File: src/common/tmg_pkg.sv
// Package for the gated 16-bit timer/counter: offsets, fields, reset values, types
package tmg_pkg;

  // ------------------------------------------------------------
  // Register offsets
  // ------------------------------------------------------------
  localparam logic [7:0] ADDR_IRQ_CONTROL = 8'h0B;
  localparam logic [7:0] ADDR_PERIPH_FLAG = 8'h0C;
  localparam logic [7:0] ADDR_COUNT_LOW   = 8'h0E;
  localparam logic [7:0] ADDR_COUNT_HIGH  = 8'h0F;
  localparam logic [7:0] ADDR_CONTROL     = 8'h10;
  localparam logic [7:0] ADDR_COMPARATOR  = 8'h1A;
  localparam logic [7:0] ADDR_PERIPH_EN   = 8'h8C;

  // ------------------------------------------------------------
  // Field positions
  // ------------------------------------------------------------
  localparam int CTRL_TIMER_ON   = 0;
  localparam int CTRL_CLK_SRC    = 1;
  localparam int CTRL_SYNC_DIS   = 2;
  localparam int CTRL_LP_OSC_EN  = 3;
  localparam int CTRL_PRESC_LO   = 4;
  localparam int CTRL_GATE_EN    = 6;
  localparam int CTRL_GATE_INV   = 7;
  localparam int IRQC_PERIPH_EN  = 6;
  localparam int IRQC_GLOBAL_EN  = 7;
  localparam int CMP_GATE_SRC    = 1;
  localparam int FLAG_OVERFLOW   = 0;
  localparam int PEN_OVERFLOW    = 0;

  // ------------------------------------------------------------
  // Reset values and limits
  // ------------------------------------------------------------
  localparam logic [7:0]  CONTROL_RESET = 8'h00;
  localparam logic        GATE_SRC_RESET = 1'b1;
  localparam logic [15:0] COUNT_MAX     = 16'hFFFF;
  localparam logic [15:0] COUNT_ZERO    = 16'h0000;

  // ------------------------------------------------------------
  // Timing: instruction cycle is the system clock divided by four
  // ------------------------------------------------------------
  localparam int         SYS_CLK_MHZ   = 200;
  localparam int         INSTR_DIV     = 4;
  localparam logic [1:0] INSTR_DIV_END = 2'(INSTR_DIV - 1);

  // ------------------------------------------------------------
  // Input synchroniser channels
  // ------------------------------------------------------------
  localparam int SYN_EXT  = 0;
  localparam int SYN_LP   = 1;
  localparam int SYN_GATE = 2;
  localparam int SYN_CMP  = 3;
  localparam int SYN_N    = 4;

  typedef struct packed {
    logic [7:0] addr;
    logic [7:0] wdata;
    logic       we;
    logic       re;
  } tmg_bus_t;

  typedef struct packed {
    logic [7:0]             control;
    logic [15:0]            count;
    logic [2:0]             presc;
    logic                   ovf_flag;
    logic                   ovf_en;
    logic                   periph_en;
    logic                   global_en;
    logic                   gate_src;
    logic [SYN_N-1:0][2:0]  syn;
    logic [SYN_N-1:0]       stable;
    logic                   armed;
    logic                   pend;
    logic [1:0]             div;
    logic [7:0]             rdata;
    logic                   irq;
    logic                   wake;
    logic                   osc_forced;
  } tmg_state_t;

  localparam tmg_state_t ST_RESET = '{gate_src: GATE_SRC_RESET, control: CONTROL_RESET, default: '0};

endpackage

File: src/design/tmg_timer.sv
// Gated 16-bit timer/counter with prescaler, gate and register port
`timescale 1ns/1ps
module tmg_timer
  import tmg_pkg::*;
(
  input  wire logic       clk,
  input  wire tmg_bus_t   bus,
  input  wire logic       rst,
  output logic [7:0]      rdata,
  input  wire logic       ext_count_clock_pin,
  input  wire logic       lp_osc_in,
  input  wire logic       gate_pin,
  input  wire logic       comparator_two_output,
  input  wire logic       internal_oscillator_no_clkout,
  input  wire logic       sleep,
  output logic            irq,
  output logic            wake,
  output logic            osc_pins_forced
);

  tmg_state_t q;
  tmg_state_t n;

  logic       raw_in [SYN_N];
  logic       timer_on;
  logic       ext_sel;
  logic       async_mode;
  logic       lp_osc_on;
  logic       cyc_en;
  logic       src_rise;
  logic       src_fall;
  logic       src_tick;
  logic       gate_active;
  logic       count_en;
  logic [2:0] presc_mask;
  logic       tick;
  logic       wr_low;
  logic       wr_high;
  logic       wr_count;
  logic       ovf_event;

  assign raw_in[SYN_EXT]  = ext_count_clock_pin;
  assign raw_in[SYN_LP]   = lp_osc_in;
  assign raw_in[SYN_GATE] = gate_pin;
  assign raw_in[SYN_CMP]  = comparator_two_output;

  // ------------------------------------------------------------
  // Next-state logic
  // ------------------------------------------------------------
  always_comb
  begin
    n          = q;
    timer_on   = q.control[CTRL_TIMER_ON];
    ext_sel    = q.control[CTRL_CLK_SRC];
    async_mode = ext_sel && q.control[CTRL_SYNC_DIS];
    lp_osc_on  = q.control[CTRL_LP_OSC_EN] && internal_oscillator_no_clkout;
    wr_low     = bus.we && (bus.addr == ADDR_COUNT_LOW);
    wr_high    = bus.we && (bus.addr == ADDR_COUNT_HIGH);
    wr_count   = wr_low || wr_high;

    // Synchronisers: change accepted when second and third stage agree
    for (int i = 0; i < SYN_N; i++)
    begin
      n.syn[i] = {q.syn[i][1:0], raw_in[i]};
      if (q.syn[i][1] == q.syn[i][2])
      begin
        n.stable[i] = q.syn[i][2];
      end
    end

    // Instruction-cycle enable
    cyc_en = (q.div == INSTR_DIV_END);
    n.div  = cyc_en ? 2'h0 : q.div + 2'h1;

    // External source edges, low-power oscillator or pin
    if (lp_osc_on)
    begin
      src_rise = n.stable[SYN_LP] && !q.stable[SYN_LP];
      src_fall = !n.stable[SYN_LP] && q.stable[SYN_LP];
    end
    else
    begin
      src_rise = n.stable[SYN_EXT] && !q.stable[SYN_EXT];
      src_fall = !n.stable[SYN_EXT] && q.stable[SYN_EXT];
    end

    // Falling edge must arm before a rising edge counts
    if (!ext_sel)
    begin
      n.armed = 1'b0;
      n.pend  = 1'b0;
    end
    else if (src_fall)
    begin
      n.armed = 1'b1;
    end

    // Source tick per mode
    src_tick = 1'b0;
    if (!ext_sel)
    begin
      src_tick = cyc_en;
    end
    else if (async_mode)
    begin
      src_tick = src_rise && q.armed;
    end
    else
    begin
      if (src_rise && q.armed)
      begin
        n.pend = 1'b1;
      end
      if (cyc_en && (q.pend || (src_rise && q.armed)))
      begin
        src_tick = 1'b1;
        n.pend   = 1'b0;
      end
    end

    // Gate selection, polarity and enable
    gate_active = (q.gate_src ? q.stable[SYN_CMP] : q.stable[SYN_GATE])
                  ^ q.control[CTRL_GATE_INV];
    count_en    = timer_on
                  && !(q.control[CTRL_GATE_EN] && gate_active)
                  && !(sleep && !async_mode);

    // Prescaler
    presc_mask = 3'((4'h1 << q.control[CTRL_PRESC_LO +: 2]) - 4'h1);
    tick       = 1'b0;
    if (src_tick && count_en)
    begin
      if ((q.presc & presc_mask) == presc_mask)
      begin
        tick    = 1'b1;
        n.presc = 3'h0;
      end
      else
      begin
        n.presc = q.presc + 3'h1;
      end
    end

    // Count and overflow
    ovf_event = 1'b0;
    if (tick)
    begin
      n.count   = q.count + 16'h0001;
      ovf_event = (q.count == COUNT_MAX);
    end
    if (wr_count)
    begin
      n.presc = 3'h0;
      if (wr_low)
      begin
        n.count[7:0] = bus.wdata;
      end
      else
      begin
        n.count[15:8] = bus.wdata;
      end
      ovf_event = 1'b0;
    end

    // Register writes
    if (bus.we)
    begin
      case (bus.addr)
        ADDR_CONTROL:     n.control   = bus.wdata;
        ADDR_PERIPH_FLAG: n.ovf_flag  = bus.wdata[FLAG_OVERFLOW];
        ADDR_PERIPH_EN:   n.ovf_en    = bus.wdata[PEN_OVERFLOW];
        ADDR_IRQ_CONTROL:
        begin
          n.periph_en = bus.wdata[IRQC_PERIPH_EN];
          n.global_en = bus.wdata[IRQC_GLOBAL_EN];
        end
        ADDR_COMPARATOR:  n.gate_src  = bus.wdata[CMP_GATE_SRC];
        default:          n.control   = q.control;
      endcase
    end
    if (ovf_event)
    begin
      n.ovf_flag = 1'b1;
    end

    // Reads: data stands only in the cycle after the strobe
    n.rdata = 8'h00;
    if (bus.re)
    begin
      case (bus.addr)
        ADDR_CONTROL:     n.rdata = q.control;
        ADDR_COUNT_LOW:   n.rdata = q.count[7:0];
        ADDR_COUNT_HIGH:  n.rdata = q.count[15:8];
        ADDR_PERIPH_FLAG: n.rdata = 8'(q.ovf_flag) << FLAG_OVERFLOW;
        ADDR_PERIPH_EN:   n.rdata = 8'(q.ovf_en) << PEN_OVERFLOW;
        ADDR_IRQ_CONTROL: n.rdata = (8'(q.periph_en) << IRQC_PERIPH_EN)
                                    | (8'(q.global_en) << IRQC_GLOBAL_EN);
        ADDR_COMPARATOR:  n.rdata = 8'(q.gate_src) << CMP_GATE_SRC;
        default:          n.rdata = 8'h00;
      endcase
    end

    // Outputs
    n.irq        = q.ovf_flag && q.ovf_en && q.periph_en && q.global_en;
    n.wake       = q.ovf_flag && q.ovf_en && q.periph_en;
    n.osc_forced = lp_osc_on;
  end

  // ------------------------------------------------------------
  // State register
  // ------------------------------------------------------------
  always_ff @(posedge clk)
  begin
    if (rst)
    begin
      q <= ST_RESET;
    end
    else
    begin
      q <= n;
    end
  end

  assign rdata           = q.rdata;
  assign irq             = q.irq;
  assign wake            = q.wake;
  assign osc_pins_forced = q.osc_forced;
endmodule // tmg_timer

File: config.mk
export PLATFORM = sky130hd
export DESIGN_NAME = tmg_timer
export DESIGN_NICKNAME = d
export VERILOG_FILES = /design/src/common/tmg_pkg.sv /design/src/design/tmg_timer.sv
export SDC_FILE = /design/constraint.sdc
export NUM_CORES = 1
export LEC_CHECK = 0
export BUFFER_PORTS_ARGS = -buffer_cell sky130_fd_sc_hd__buf_2
export CORE_AREA = 2 2 94 96
export DETAILED_ROUTE_END_ITERATION = 16
export DIE_AREA = 0 0 96 98
export SYNTH_ARGS = -nofsm -noshare
export SYNTH_HDL_FRONTEND = slang
export SYNTH_SLANG_ARGS = --single-unit
export TNS_END_PERCENT = 20
File: constraint.sdc
create_clock -name clk -period 7.1 [get_ports clk]
set_input_delay 1.42 -clock clk [delete_from_list [all_inputs] [get_ports clk]]
set_output_delay 1.42 -clock clk [all_outputs]
set_load 0.01 [all_outputs]
======== Word-level counts from Yosys, hierarchy flattened ========
Cells that the tools add are included.
word-level totals
  register bits ........................... 63
  input port bits ......................... 26
  output and inout bits ................... 11
  word-level logic and storage cells ...... 114
cells by class
  add/sub/neg operators ................... 4
  eq/ne operators ......................... 14
  shifts and indexed selects .............. 1
  multiplexer cells ....................... 30
  bitwise operators ....................... 5
  reduce and logical (&&, ||, !) cells .... 38
operator list
  operator                                                             number
  8-bit case mux with 7 select lines                                   1
  8-bit by 4-bit == test with 1-bit output (second input constant)     4
  1-bit 2-to-1 mux                                                     21
  19-bit 2-to-1 mux                                                    1
  1-bit logical AND                                                    18
  16-bit by 1-bit adder with 16-bit output (second input constant)     1
  16-bit == test (second input constant)                               1
  8-bit by 5-bit == test with 1-bit output (second input constant)     2
  16-bit 2-to-1 mux                                                    1
  8-bit 2-to-1 mux                                                     2
  2-bit AND reduction                                                  5
  8-bit == test (second input constant)                                1
  7-bit by 8-bit bitwise OR with 8-bit output                          1
  2-bit OR reduction                                                   4
  1-bit zero test                                                      7
  3-bit 2-to-1 mux                                                     2
  5-bit 2-to-1 mux                                                     1
  1-bit == test                                                        4
  2-bit nonzero test                                                   2
  3-bit by 1-bit adder with 3-bit output (second input constant)       1
  3-bit bitwise AND                                                    1
  3-bit == test                                                        1
  1-bit by 2-bit left shift with 3-bit output (first input constant)   1
  3-bit by 1-bit subtractor with 3-bit output (second input constant)  1
  other kinds (6)                                                      8

======== Logic depth before layout (Yosys ltp) ========
Gate-level depths: netlist of run 1.
  depth in word-level cells ............... 16
  depth in mapped cells ................... 9
  depth with buffers taken out ............ 7

======== Worst setup path after synthesis of run 1 ========
No wires, ideal clock.
  kind .................................... input port to flip-flop
  start ................................... in internal_oscillator_no_clkout
  end ..................................... reg q[50] (netlist name)
  library setup time ...................... 91 ps
  arrival ................................. 3409 ps
  required time ........................... 7009 ps
  path slack .............................. 3600 ps
  cell stages on the path ................. 8
  cell sequence ........................... nand2_2 > mux2_4 > a311o_1 > buf_6 > or4_4 > buf_6 > or3_1 > a311oi_1
on the way
  longest elaborated chain between the ends .. 13
RTL lines
  item                  RTL line                            text
  from (decl)           tmg_timer.sv:14                     input wire logic internal_oscillator_no_clkout,
  1-bit logical AND *   tmg_timer.sv:56                     lp_osc_on = q.control[CTRL_LP_OSC_EN] && internal_oscillator_no_clkout;
  1-bit 2-to-1 mux *    tmg_timer.sv:76                     if (lp_osc_on)
  1-bit logical AND *   tmg_timer.sv:106, tmg_timer.sv:114
  1-bit logical OR      tmg_timer.sv:114                    if (cyc_en && (q.pend || (src_rise && q.armed)))
  1-bit logical AND     tmg_timer.sv:114
  1-bit 2-to-1 mux      tmg_timer.sv:114
  1-bit 2-to-1 mux *    tmg_timer.sv:104                    else if (async_mode)
  1-bit 2-to-1 mux *    tmg_timer.sv:100                    if (!ext_sel)
  1-bit logical AND *   tmg_timer.sv:131                    if (src_tick && count_en)
  1-bit 2-to-1 mux *    tmg_timer.sv:131
  16-bit 2-to-1 mux *   tmg_timer.sv:146                    if (tick)
  8-bit 2-to-1 mux      tmg_timer.sv:154                    if (wr_low)
  19-bit 2-to-1 mux *   tmg_timer.sv:151                    if (wr_count)
  to (signal assigned)  tmg_timer.sv:220                    q <= n;
  to (decl)             tmg_timer.sv:21                     tmg_state_t q;
Mark *: on every way between the ends. The rest lies on a longest branch, timed or not.
A chain may end at the register's enable or synchronous reset.

======== Final worst setup path of run 1 ========
  start ................................... in internal_oscillator_no_clkout
  end ..................................... reg q[48] (netlist name)
The elaborated chain is that of the path after synthesis.

==> results of run 1 <==
routing by layer:
metal  up-vias  routed length (microns)  track usage
li1       1255                        -            -
met4         0                      119       0.0681
met5         -                        0            0
met3        10                      494       0.0409
met2        75                     3150        0.233
met1      1159                     3340        0.225
registers in the layout, summed over array words and instances (netlist names):
signal / count
ext_sel: 1
osc_pins_forced: 1
rdata: 8
n: 8
wake: 1
q: 43
irq: 1
layout make-up:
cell class / instances / area (sq um) / area share
Clock inverter: 7 / 47.5 / 0.0147
Multi-Input combinational cell: 240 / 1440 / 0.447
Tap cell: 108 / 135 / 0.0419
Clock buffer: 9 / 124 / 0.0384
Sequential cell: 63 / 1260 / 0.391
Inverter: 6 / 22.5 / 0.00698
Timing Repair Buffer: 38 / 195 / 0.0605
power groups by stage:
stage | registers [mW] | logic [mW] | clock network, mW
global placement | 0.368 | 0.0277 | 0
detailed placement | 0.368 | 0.0283 | 0
finish | 0.360 | 0.0280 | 0.277
floorplan | 0.368 | 0.0147 | 0
global route | 0.360 | 0.0312 | 0.302
CTS | 0.360 | 0.0284 | 0.285
Yosys cell counts (7+ instances only):
cell type  count  area, sq um
nor3_1         8         40.0
clkbuf_1      18         67.6
buf_4          8         60.1
a311oi_1       7         61.3
a211oi_1      11         82.6
nand3_1       21          105
dfxtp_1       63         1260
nor2b_1       16          100
nand2_1       31          116
a21oi_1       22          110
xnor2_1        9         78.8
nor4_1         7         43.8
nor2_1        33          124
worst register-to-register path, cell delays in order, from the launching register on:
cell and delay [ps]:
dfxtp_1 440, nand2_2 110, mux2_4 320, a311o_1 540, or4_4 680, or3_1 340
a311oi_1 250
placed cells by master (no fill, tap or decap), types with 4 or more instances in the layout:
master	synthesis	routed
nand2b_1	4	4
a211oi_1	11	11
nor2_1	33	33
inv_1	6	6
nand4_1	6	6
nand2_1	31	31
nor2b_1	16	16
nor4_1	7	6
mux2i_1	4	4
a21oi_1	22	22
o21ai_1	5	5
dfxtp_1	63	63
buf_2	0	36
or3_1	6	6
xnor2_1	9	9
nor3_1	8	8
clkbuf_8	0	9
a22oi_1	6	6
a222oi_1	4	4
o21ai_0	6	6
a311oi_1	7	7
nand3_1	21	21
final timing paths:
kind | end | depth (start not counted) | slack (ps) | startpoint
worst min register to register | q[11] | 1 | 430 | q[11]
worst max-delay path | q[48] | 7 | 3620 | internal_oscillator_no_clkout
worst min-delay path | q[11] | 1 | 430 | q[11]
worst max register to register | q[48] | 6 | 4330 | q[58]
cells by family after synthesis:
kind of cell,after synthesis
fa+ha+maj,3
flops,63
buf+inv,35
compound gates,67
simple gates,154
xor+xnor,11
mux,5
stage by stage:
step | instances | utilization | power (mW)
floorplan | 338 | - | 0.382
finish | 471 | 0.381 | 0.665
CTS | 471 | 0.381 | 0.673
detailed placement | 455 | 0.361 | 0.396
global placement | 455 | 0.361 | 0.396
global route | 471 | 0.381 | 0.694
==> results.sh, run 1 <==
export IMPL_end_kind="flip-flop"
export IMPL_ys_ff_latch=63
export IMPL_synth_edf_count=0
export IMPL_num_vias=2499
export IMPL_drtAntennaViolNets=0
export IMPL_clock_latency_ps=340
export IMPL_port_buffers=36
export IMPL_fin_area_sq_um=3230
export IMPL_routed_wl_microns=7100
export IMPL_grt_pass1_wl_microns=11600
export IMPL_routed_via_density=5.31
export IMPL_syn_cell_area_sq_um=2870
export IMPL_pre_cts_ws_ps=3290
export IMPL_start_kind="input port"
export IMPL_rows=34
export IMPL_wl_per_cell_microns=15.1
export IMPL_post_dp_hpwl_microns=4860
export IMPL_fmax_mhz=287
export IMPL_p_int_uw=494
export IMPL_grt_max_degree=55
export IMPL_path_class="input port to flip-flop"
export IMPL_fill_cells=884
export IMPL_cp_slowest_cell="or4_4"
export IMPL_min_period_ps=3480
export IMPL_cts_setup_buffers=0
export IMPL_cts_sinks=63
export IMPL_gr_total_overflow=0
export IMPL_place_gp_congestion=0.804
export IMPL_ir_worst_vdd_v=0.0000721
export IMPL_p_leak_nw=1.10
export IMPL_combPwrFrac=0.042
export IMPL_area_delta_synth_final_pct=12.3
export IMPL_powerDensity_nw_per_um2=206
export IMPL_slowest_delay_ps=670
export IMPL_start_util=0.339
export IMPL_p_sw_uw=171
export IMPL_setup_ws_ps=3620
export IMPL_clkPwrFrac=0.417
export IMPL_die_w_microns=96
export IMPL_cts_tree="done"
export IMPL_critPathBufInv=1
export IMPL_synth_xor_xnor_area_share=0.0335
export IMPL_crit_arrival_ps=3730
export IMPL_drtPass1Iterations=4
export IMPL_cts_resized=0
export IMPL_relSlewSlack=0.345
export IMPL_drive_above_1_share=0.163
export IMPL_synthMuxAreaShare=0.0192
export IMPL_h_tree_depth=3
export IMPL_yosys_area_share_simple=0.280
export IMPL_synth_top_family_by_area="simple AND/OR/NAND/NOR gates"
export IMPL_holdWs_ps=427
export IMPL_ys_warnings_count=0
export IMPL_required_ps=7350
export IMPL_synthCells=338
export IMPL_outcome="finished, final reports clean"
export IMPL_ios=37
export IMPL_drv_slew=0
export IMPL_avgSynthCellArea_sq_um=8.50
export IMPL_crit_chain="buf_2 -> nand2_2 -> mux2_4 -> a311o_1 -> or4_4 -> or3_1 -> a311oi_1"
export IMPL_max_cap_viol_count=0
export IMPL_synth_adder_area_share=0.0131
export IMPL_ys_types=45
export IMPL_clk_pin_slew_ps=80
export IMPL_drcViolationCount=0
export IMPL_die_height_microns=98
export IMPL_fin_skew_ps=7.45
export IMPL_finalNetCount=387
export IMPL_place_area_sq_um=3060
export IMPL_drt_iter0_drc=190
export IMPL_rsz0062_at_grt="false"
export IMPL_antennaDiodeCount=0
export IMPL_seqPwrFrac=0.541
export IMPL_root_buffer="clkbuf_8"
export IMPL_cts_hold_buf=0
export IMPL_timing_final_crit_share=0.490
export IMPL_fp_dieArea_sq_um=9410
export IMPL_seq_area_frac_synth=0.439
export IMPL_tightestPinTransition_ps=983
export IMPL_grt_total_usage=0.161
export IMPL_setup_violations=0
export IMPL_async_flop_share=0
export IMPL_synth_compound_area_frac=0.154
export IMPL_cpLargestDelayFamily="simple AND/OR/NAND/NOR gates"
export IMPL_hold_viol=0
export IMPL_grt_pass1_vias=2241
export IMPL_antenna_found_initial=0
export IMPL_clockBufferDepth=2
export IMPL_critPathMaxFanout=17
export IMPL_core_area_sq_um=8470
export IMPL_synth_top_flop_cell="dfxtp_1"
export IMPL_swShare=0.257
export IMPL_numCtsBuffers=9
export IMPL_synth_nets=367
export IMPL_tns_ps=0
export IMPL_min_path_type="flip-flop to flip-flop"
No activity file was read; power rests on OpenSTA's default activity.
==> run 2, diff against run 1 <==
ABC_AREA = 1   (was unset)
CORE_AREA = 2 2 102 104   (was 2 2 94 96)
DIE_AREA = 0 0 104 106   (was 0 0 96 98)
clock period = 3.6 ns   (was 7.1 ns; I/O delays follow)
==> results.sh, run 2 <==
export IMPL_num_vias=3177
export IMPL_p_leak_nw=1.83
export IMPL_drtPass1Iterations=4
export IMPL_drtAntennaViolNets=0
export IMPL_relSlewSlack=0.410
export IMPL_rows=37
export IMPL_critPathMaxFanout=18
export IMPL_routed_via_density=4.76
export IMPL_tns_ps=0
export IMPL_fin_skew_ps=6.51
export IMPL_numCtsBuffers=9
export IMPL_gr_total_overflow=0
export IMPL_fill_cells=1101
export IMPL_rsz0062_at_grt="false"
export IMPL_pre_cts_ws_ps=1230
export IMPL_max_cap_viol_count=0
export IMPL_cts_hold_buf=0
export IMPL_grt_pass1_vias=2984
export IMPL_fp_dieArea_sq_um=11000
export IMPL_crit_arrival_ps=2370
export IMPL_end_kind="flip-flop"
export IMPL_post_dp_hpwl_microns=6410
export IMPL_ios=37
export IMPL_yosysTopAreaCell="dfxtp_1"
export IMPL_cts_resized=0
export IMPL_ys_ff_latch=63
export IMPL_hold_viol=0
export IMPL_final_common_cell="inv_1"
export IMPL_grt_max_degree=29
export IMPL_routed_wl_microns=8660
export IMPL_setup_ws_ps=1490
export IMPL_root_buffer="clkbuf_8"
export IMPL_avgSynthCellArea_sq_um=6.78
export IMPL_min_period_ps=2110
export IMPL_port_buffers=36
export IMPL_drcViolationCount=0
export IMPL_largest_reg_flops=43
export IMPL_antennaDiodeCount=0
export IMPL_largest_register="q"
export IMPL_clk_pin_slew_ps=80
export IMPL_start_kind="flip-flop"
export IMPL_setup_violations=0
export IMPL_area_delta_synth_final_pct=13.1
export IMPL_final_cell_mix="inv_1 (88), nand2_1 (86), dfxtp_1 (63)"
export IMPL_cts_setup_buffers=0
export IMPL_die_w_microns=104
export IMPL_netlist_top_cells_count="inv_1 (88), nand2_1 (86), dfxtp_1 (63), nor2_1 (60), nand3_1 (38)"
export IMPL_drt_iter0_drc=230
export IMPL_combPwrFrac=0.045
export IMPL_h_tree_depth=3
export IMPL_async_flop_share=0
export IMPL_finalNetCount=555
export IMPL_yosysMostFrequentCell="inv_1"
export IMPL_ys_types=39
export IMPL_grt_total_usage=0.166
export IMPL_place_gp_congestion=0.940
export IMPL_outcome="finished, final reports clean"
export IMPL_grt_pass1_wl_microns=14700
export IMPL_synth_area_top_cells="dfxtp_1 (37%), inv_1 (9.7%), nand2_1 (9.5%)"
export IMPL_synth_top_flop_cell="dfxtp_1"
export IMPL_start_util=0.340
export IMPL_required_ps=3860
export IMPL_fmax_mhz=475
export IMPL_cts_sinks=63
export IMPL_core_area_sq_um=10000
export IMPL_synthCells=502
export IMPL_antenna_found_initial=0
export IMPL_clkPwrFrac=0.478
export IMPL_min_path_type="flip-flop to flip-flop"
export IMPL_clockBufferDepth=2
export IMPL_drv_slew=0
export IMPL_ys_warnings_count=0
export IMPL_clock_latency_ps=350
export IMPL_holdWs_ps=409
export IMPL_syn_cell_area_sq_um=3400
export IMPL_die_height_microns=106
export IMPL_drive_above_1_share=0.153
export IMPL_powerDensity_nw_per_um2=387
export IMPL_seq_area_frac_synth=0.370
export IMPL_path_class="flip-flop to flip-flop"
export IMPL_yosysTopAreaCellShare=0.370
export IMPL_tightestPinTransition_ps=881
export IMPL_swShare=0.243
export IMPL_ir_worst_vdd_v=0.000229
export IMPL_synth_nets=531
export IMPL_timing_final_crit_share=0.585
export IMPL_wl_per_cell_microns=13.0
export IMPL_cts_tree="done"
export IMPL_seqPwrFrac=0.477
export IMPL_p_sw_uw=361
export IMPL_synth_edf_count=0
export IMPL_power_mw=1.49
export IMPL_p_int_mw=1.13
run 2: changes by cell type after synthesis, sizes merged, moves of 8 or more:
cell and delta:
a211oi -8, nand3 +20, o21ai +24, nand2 +68, nand4 +15, nor2 +29
clkbuf -11, xor2 +8, nor2b -16, inv +87, xnor2 -8
run 2: logic make-up after synthesis:
logic type	synth area share
DFF	0.370
buffers and inverters	0.144
adders and majority gates	0.0110
and+or+nand+nor	0.332
AOI/OAI and AO/OA	0.115
xor gates and xnor gates	0.0283
run 2: worst max-delay path: stages (launching register included):
cell,delay [ps]
dfxtp_1,360
inv_2,110
a21oi_2,80
a211oi_4,750
nand3_4,370
nand2_1,160
nand3_1,80
nand2_1,70
inv_1,30
run 2: final cells by class:
cell class	instances	area, sq um	share of cell area
clock buffer	9	124	0.0322
clock inverter	7	105	0.0273
inverter	93	349	0.0907
tap	136	170	0.0442
timing repair buffer	37	188	0.0487
multi-input combinational	322	1650	0.429
sequential	63	1260	0.328
run 2: power by group through the flow:
| stage | Combinational, mW | Clock [mW] | Sequential, mW |
|---|---|---|---|
| 2_1_floorplan | 0.0373 | 0 | 0.725 |
| 3_3_place_gp | 0.0660 | 0 | 0.726 |
| 3_5_place_dp | 0.0667 | 0 | 0.727 |
| 4_1_cts | 0.0677 | 0.724 | 0.710 |
| 5_1_grt | 0.0765 | 0.764 | 0.711 |
| 6_report | 0.0671 | 0.712 | 0.710 |
run 2: stage by stage:
| stage | instance area (sq um) | cells | utilization |
|---|---|---|---|
| 3_5_place_dp | 3620 | 651 | 0.362 |
| 6_report | 3850 | 667 | 0.385 |
| 4_1_cts | 3850 | 667 | 0.385 |
| 3_3_place_gp | 3620 | 651 | 0.362 |
| 2_1_floorplan | 3400 | 502 | - |
| 5_1_grt | 3850 | 667 | 0.385 |
run 2: routing by layer:
layer  global-route usage  wire length (microns)  share of wire  up-vias
met2                0.273                   3970           0.46       84
met4               0.0473                    205          0.024        0
met1                0.216                   4010           0.46     1437
li1                     -                      -              -     1637
met5                    0                      0              0        -
met3               0.0429                    482          0.056       19
run 2: final timing paths:
path	startpoint	end	slack (ps)	cells past startpoint
hold reg to reg	n[23]	n[24]	410	2
hold / removal	n[23]	n[24]	410	2
setup reg to reg	q[60]	q[54]	1490	8
setup / recovery	q[60]	q[54]	1490	8
==> run 3, diff against run 2 <==
ABC_AREA = 0   (was 1)
CORE_AREA = 2 2 94 96   (was 2 2 102 104)
DIE_AREA = 0 0 96 98   (was 0 0 104 106)
clock period = 2 ns   (was 3.6 ns; I/O delays follow)
==> results.sh, run 3 (synthesis gave the netlist of run 1 again) <==
export IMPL_hold_viol=0
export IMPL_end_kind="flip-flop"
export IMPL_min_period_ps=2210
export IMPL_required_ps=2260
export IMPL_clock_latency_ps=350
export IMPL_rsz0062_at_grt="true"
export IMPL_die_height_microns=98
export IMPL_antenna_found_initial=0
export IMPL_fp_dieArea_sq_um=9410
export IMPL_violations="setup timing"
export IMPL_critPathMaxFanout=6
export IMPL_largest_reg_flops=43
export IMPL_num_vias=2689
export IMPL_cts_tree="done"
export IMPL_antennaDiodeCount=0
export IMPL_root_buffer="clkbuf_8"
export IMPL_rows=34
export IMPL_outcome="complete, but fails checks"
export IMPL_drv_slew=0
export IMPL_start_util=0.339
export IMPL_ios=37
export IMPL_drt_iter0_drc=147
export IMPL_grt_pass1_wl_microns=12300
export IMPL_gr_total_overflow=0
export IMPL_powerDensity_nw_per_um2=671
export IMPL_largest_register="q"
export IMPL_crit_arrival_ps=2480
export IMPL_routed_wl_microns=7570
export IMPL_drcViolationCount=0
export IMPL_post_dp_hpwl_microns=5280
export IMPL_relSlewSlack=0.638
export IMPL_h_tree_depth=3
export IMPL_grt_max_degree=21
export IMPL_drtPass1Iterations=5
export IMPL_utilization=0.425
export IMPL_tightestPinTransition_ps=544
export IMPL_final_common_cell="dfxtp_1"
export IMPL_wl_per_cell_microns=15.0
export IMPL_timing_final_crit_share=1.11
export IMPL_port_buffers=36
export IMPL_p_leak_nw=1.30
export IMPL_max_cap_viol_count=0
export IMPL_area_delta_synth_final_pct=25.1
export IMPL_multi_input_area_sq_um=1530
export IMPL_clockBufferDepth=2
export IMPL_cts_sinks=63
export IMPL_setup_ws_ps=-212
export IMPL_setup_violations=12
export IMPL_grt_total_usage=0.171
export IMPL_drtAntennaViolNets=0
export IMPL_grt_pass1_vias=2489
export IMPL_start_kind="flip-flop"
export IMPL_routed_via_density=5.34
export IMPL_seq_area_sq_um=1260
export IMPL_numCtsBuffers=9
export IMPL_cts_setup_buffers=0
export IMPL_fill_cells=853
export IMPL_min_path_type="input port to flip-flop"
export IMPL_die_w_microns=96
export IMPL_final_cell_mix="dfxtp_1 (60), buf_2 (36), nor2_1 (32), buf_4 (32), nand2_1 (31)"
export IMPL_place_gp_congestion=0.883
export IMPL_clk_pin_slew_ps=80
export IMPL_core_area_sq_um=8470
export IMPL_power_mw=2.41
export IMPL_finalNetCount=420
export IMPL_ir_worst_vdd_v=0.000368
export IMPL_drive_above_1_share=0.270
export IMPL_path_class="flip-flop to flip-flop"
export IMPL_fmax_mhz=452
export IMPL_fin_skew_ps=8.52
[run 3: power breakdown]
group	internal [mW]	switching, mW
combinational	0.0448	0.0641
clock	0.463	0.562
sequential	1.27	0.00726
total	1.78	0.633
[run 3: cell type report]
cell class / count / share of cell area
Clock inverter: 7 / 0.0160
Timing Repair Buffer: 70 / 0.128
Sequential cell: 63 / 0.352
Inverter: 6 / 0.00627
Multi-Input combinational cell: 241 / 0.426
Clock buffer: 9 / 0.0345
Tap cell: 108 / 0.0376
[run 3: metrics by stage]
step	std cells	hold WS [ps]	cell area (sq um)	setup slack, ps	setup TNS, ps
floorplan	338	404	2880	-413	-3050
global placement	487	414	3330	-399	-4050
detailed placement	487	425	3330	-443	-4780
CTS	504	236	3570	-304	-2340
global route	504	236	3590	-328	-3360
finish	504	251	3590	-212	-1260
[run 3: worst paths after layout]
path / to / depth (start not counted) / startpoint / slack (ps)
max: q[50] / 7 / q[11] / -210
min: n[23] / 2 / lp_osc_in / 250
min reg2reg: q[11] / 1 / q[11] / 430
max reg2reg: q[50] / 7 / q[11] / -210
[run 3: worst max-delay path, stage by stage, from the launching register on]
cell	delay, ps
dfxtp_1	340
ha_1	160
nor2b_1	130
o21ai_0	120
a311o_1	330
or4_4	470
or3_1	330
a311oi_1	250
[run 3: routing by layer]
metal	track usage	vias to the layer above	part of all wire
met3	0.0586	12	0.080
met1	0.228	1253	0.44
met2	0.257	109	0.46
li1	-	1315	-
met5	0	-	0
met4	0.0560	0	0.018
[run 3: timing repair]
item / 4_1_cts / 5_1_grt
pin swaps: 2 / 1
hold buffers: 0 / 0
setup endpoints to repair: 16 / 18
gates cloned: 1 / 0
gates resized for setup: 9 / 7
endpoints found under the hold margin: 0 / 0
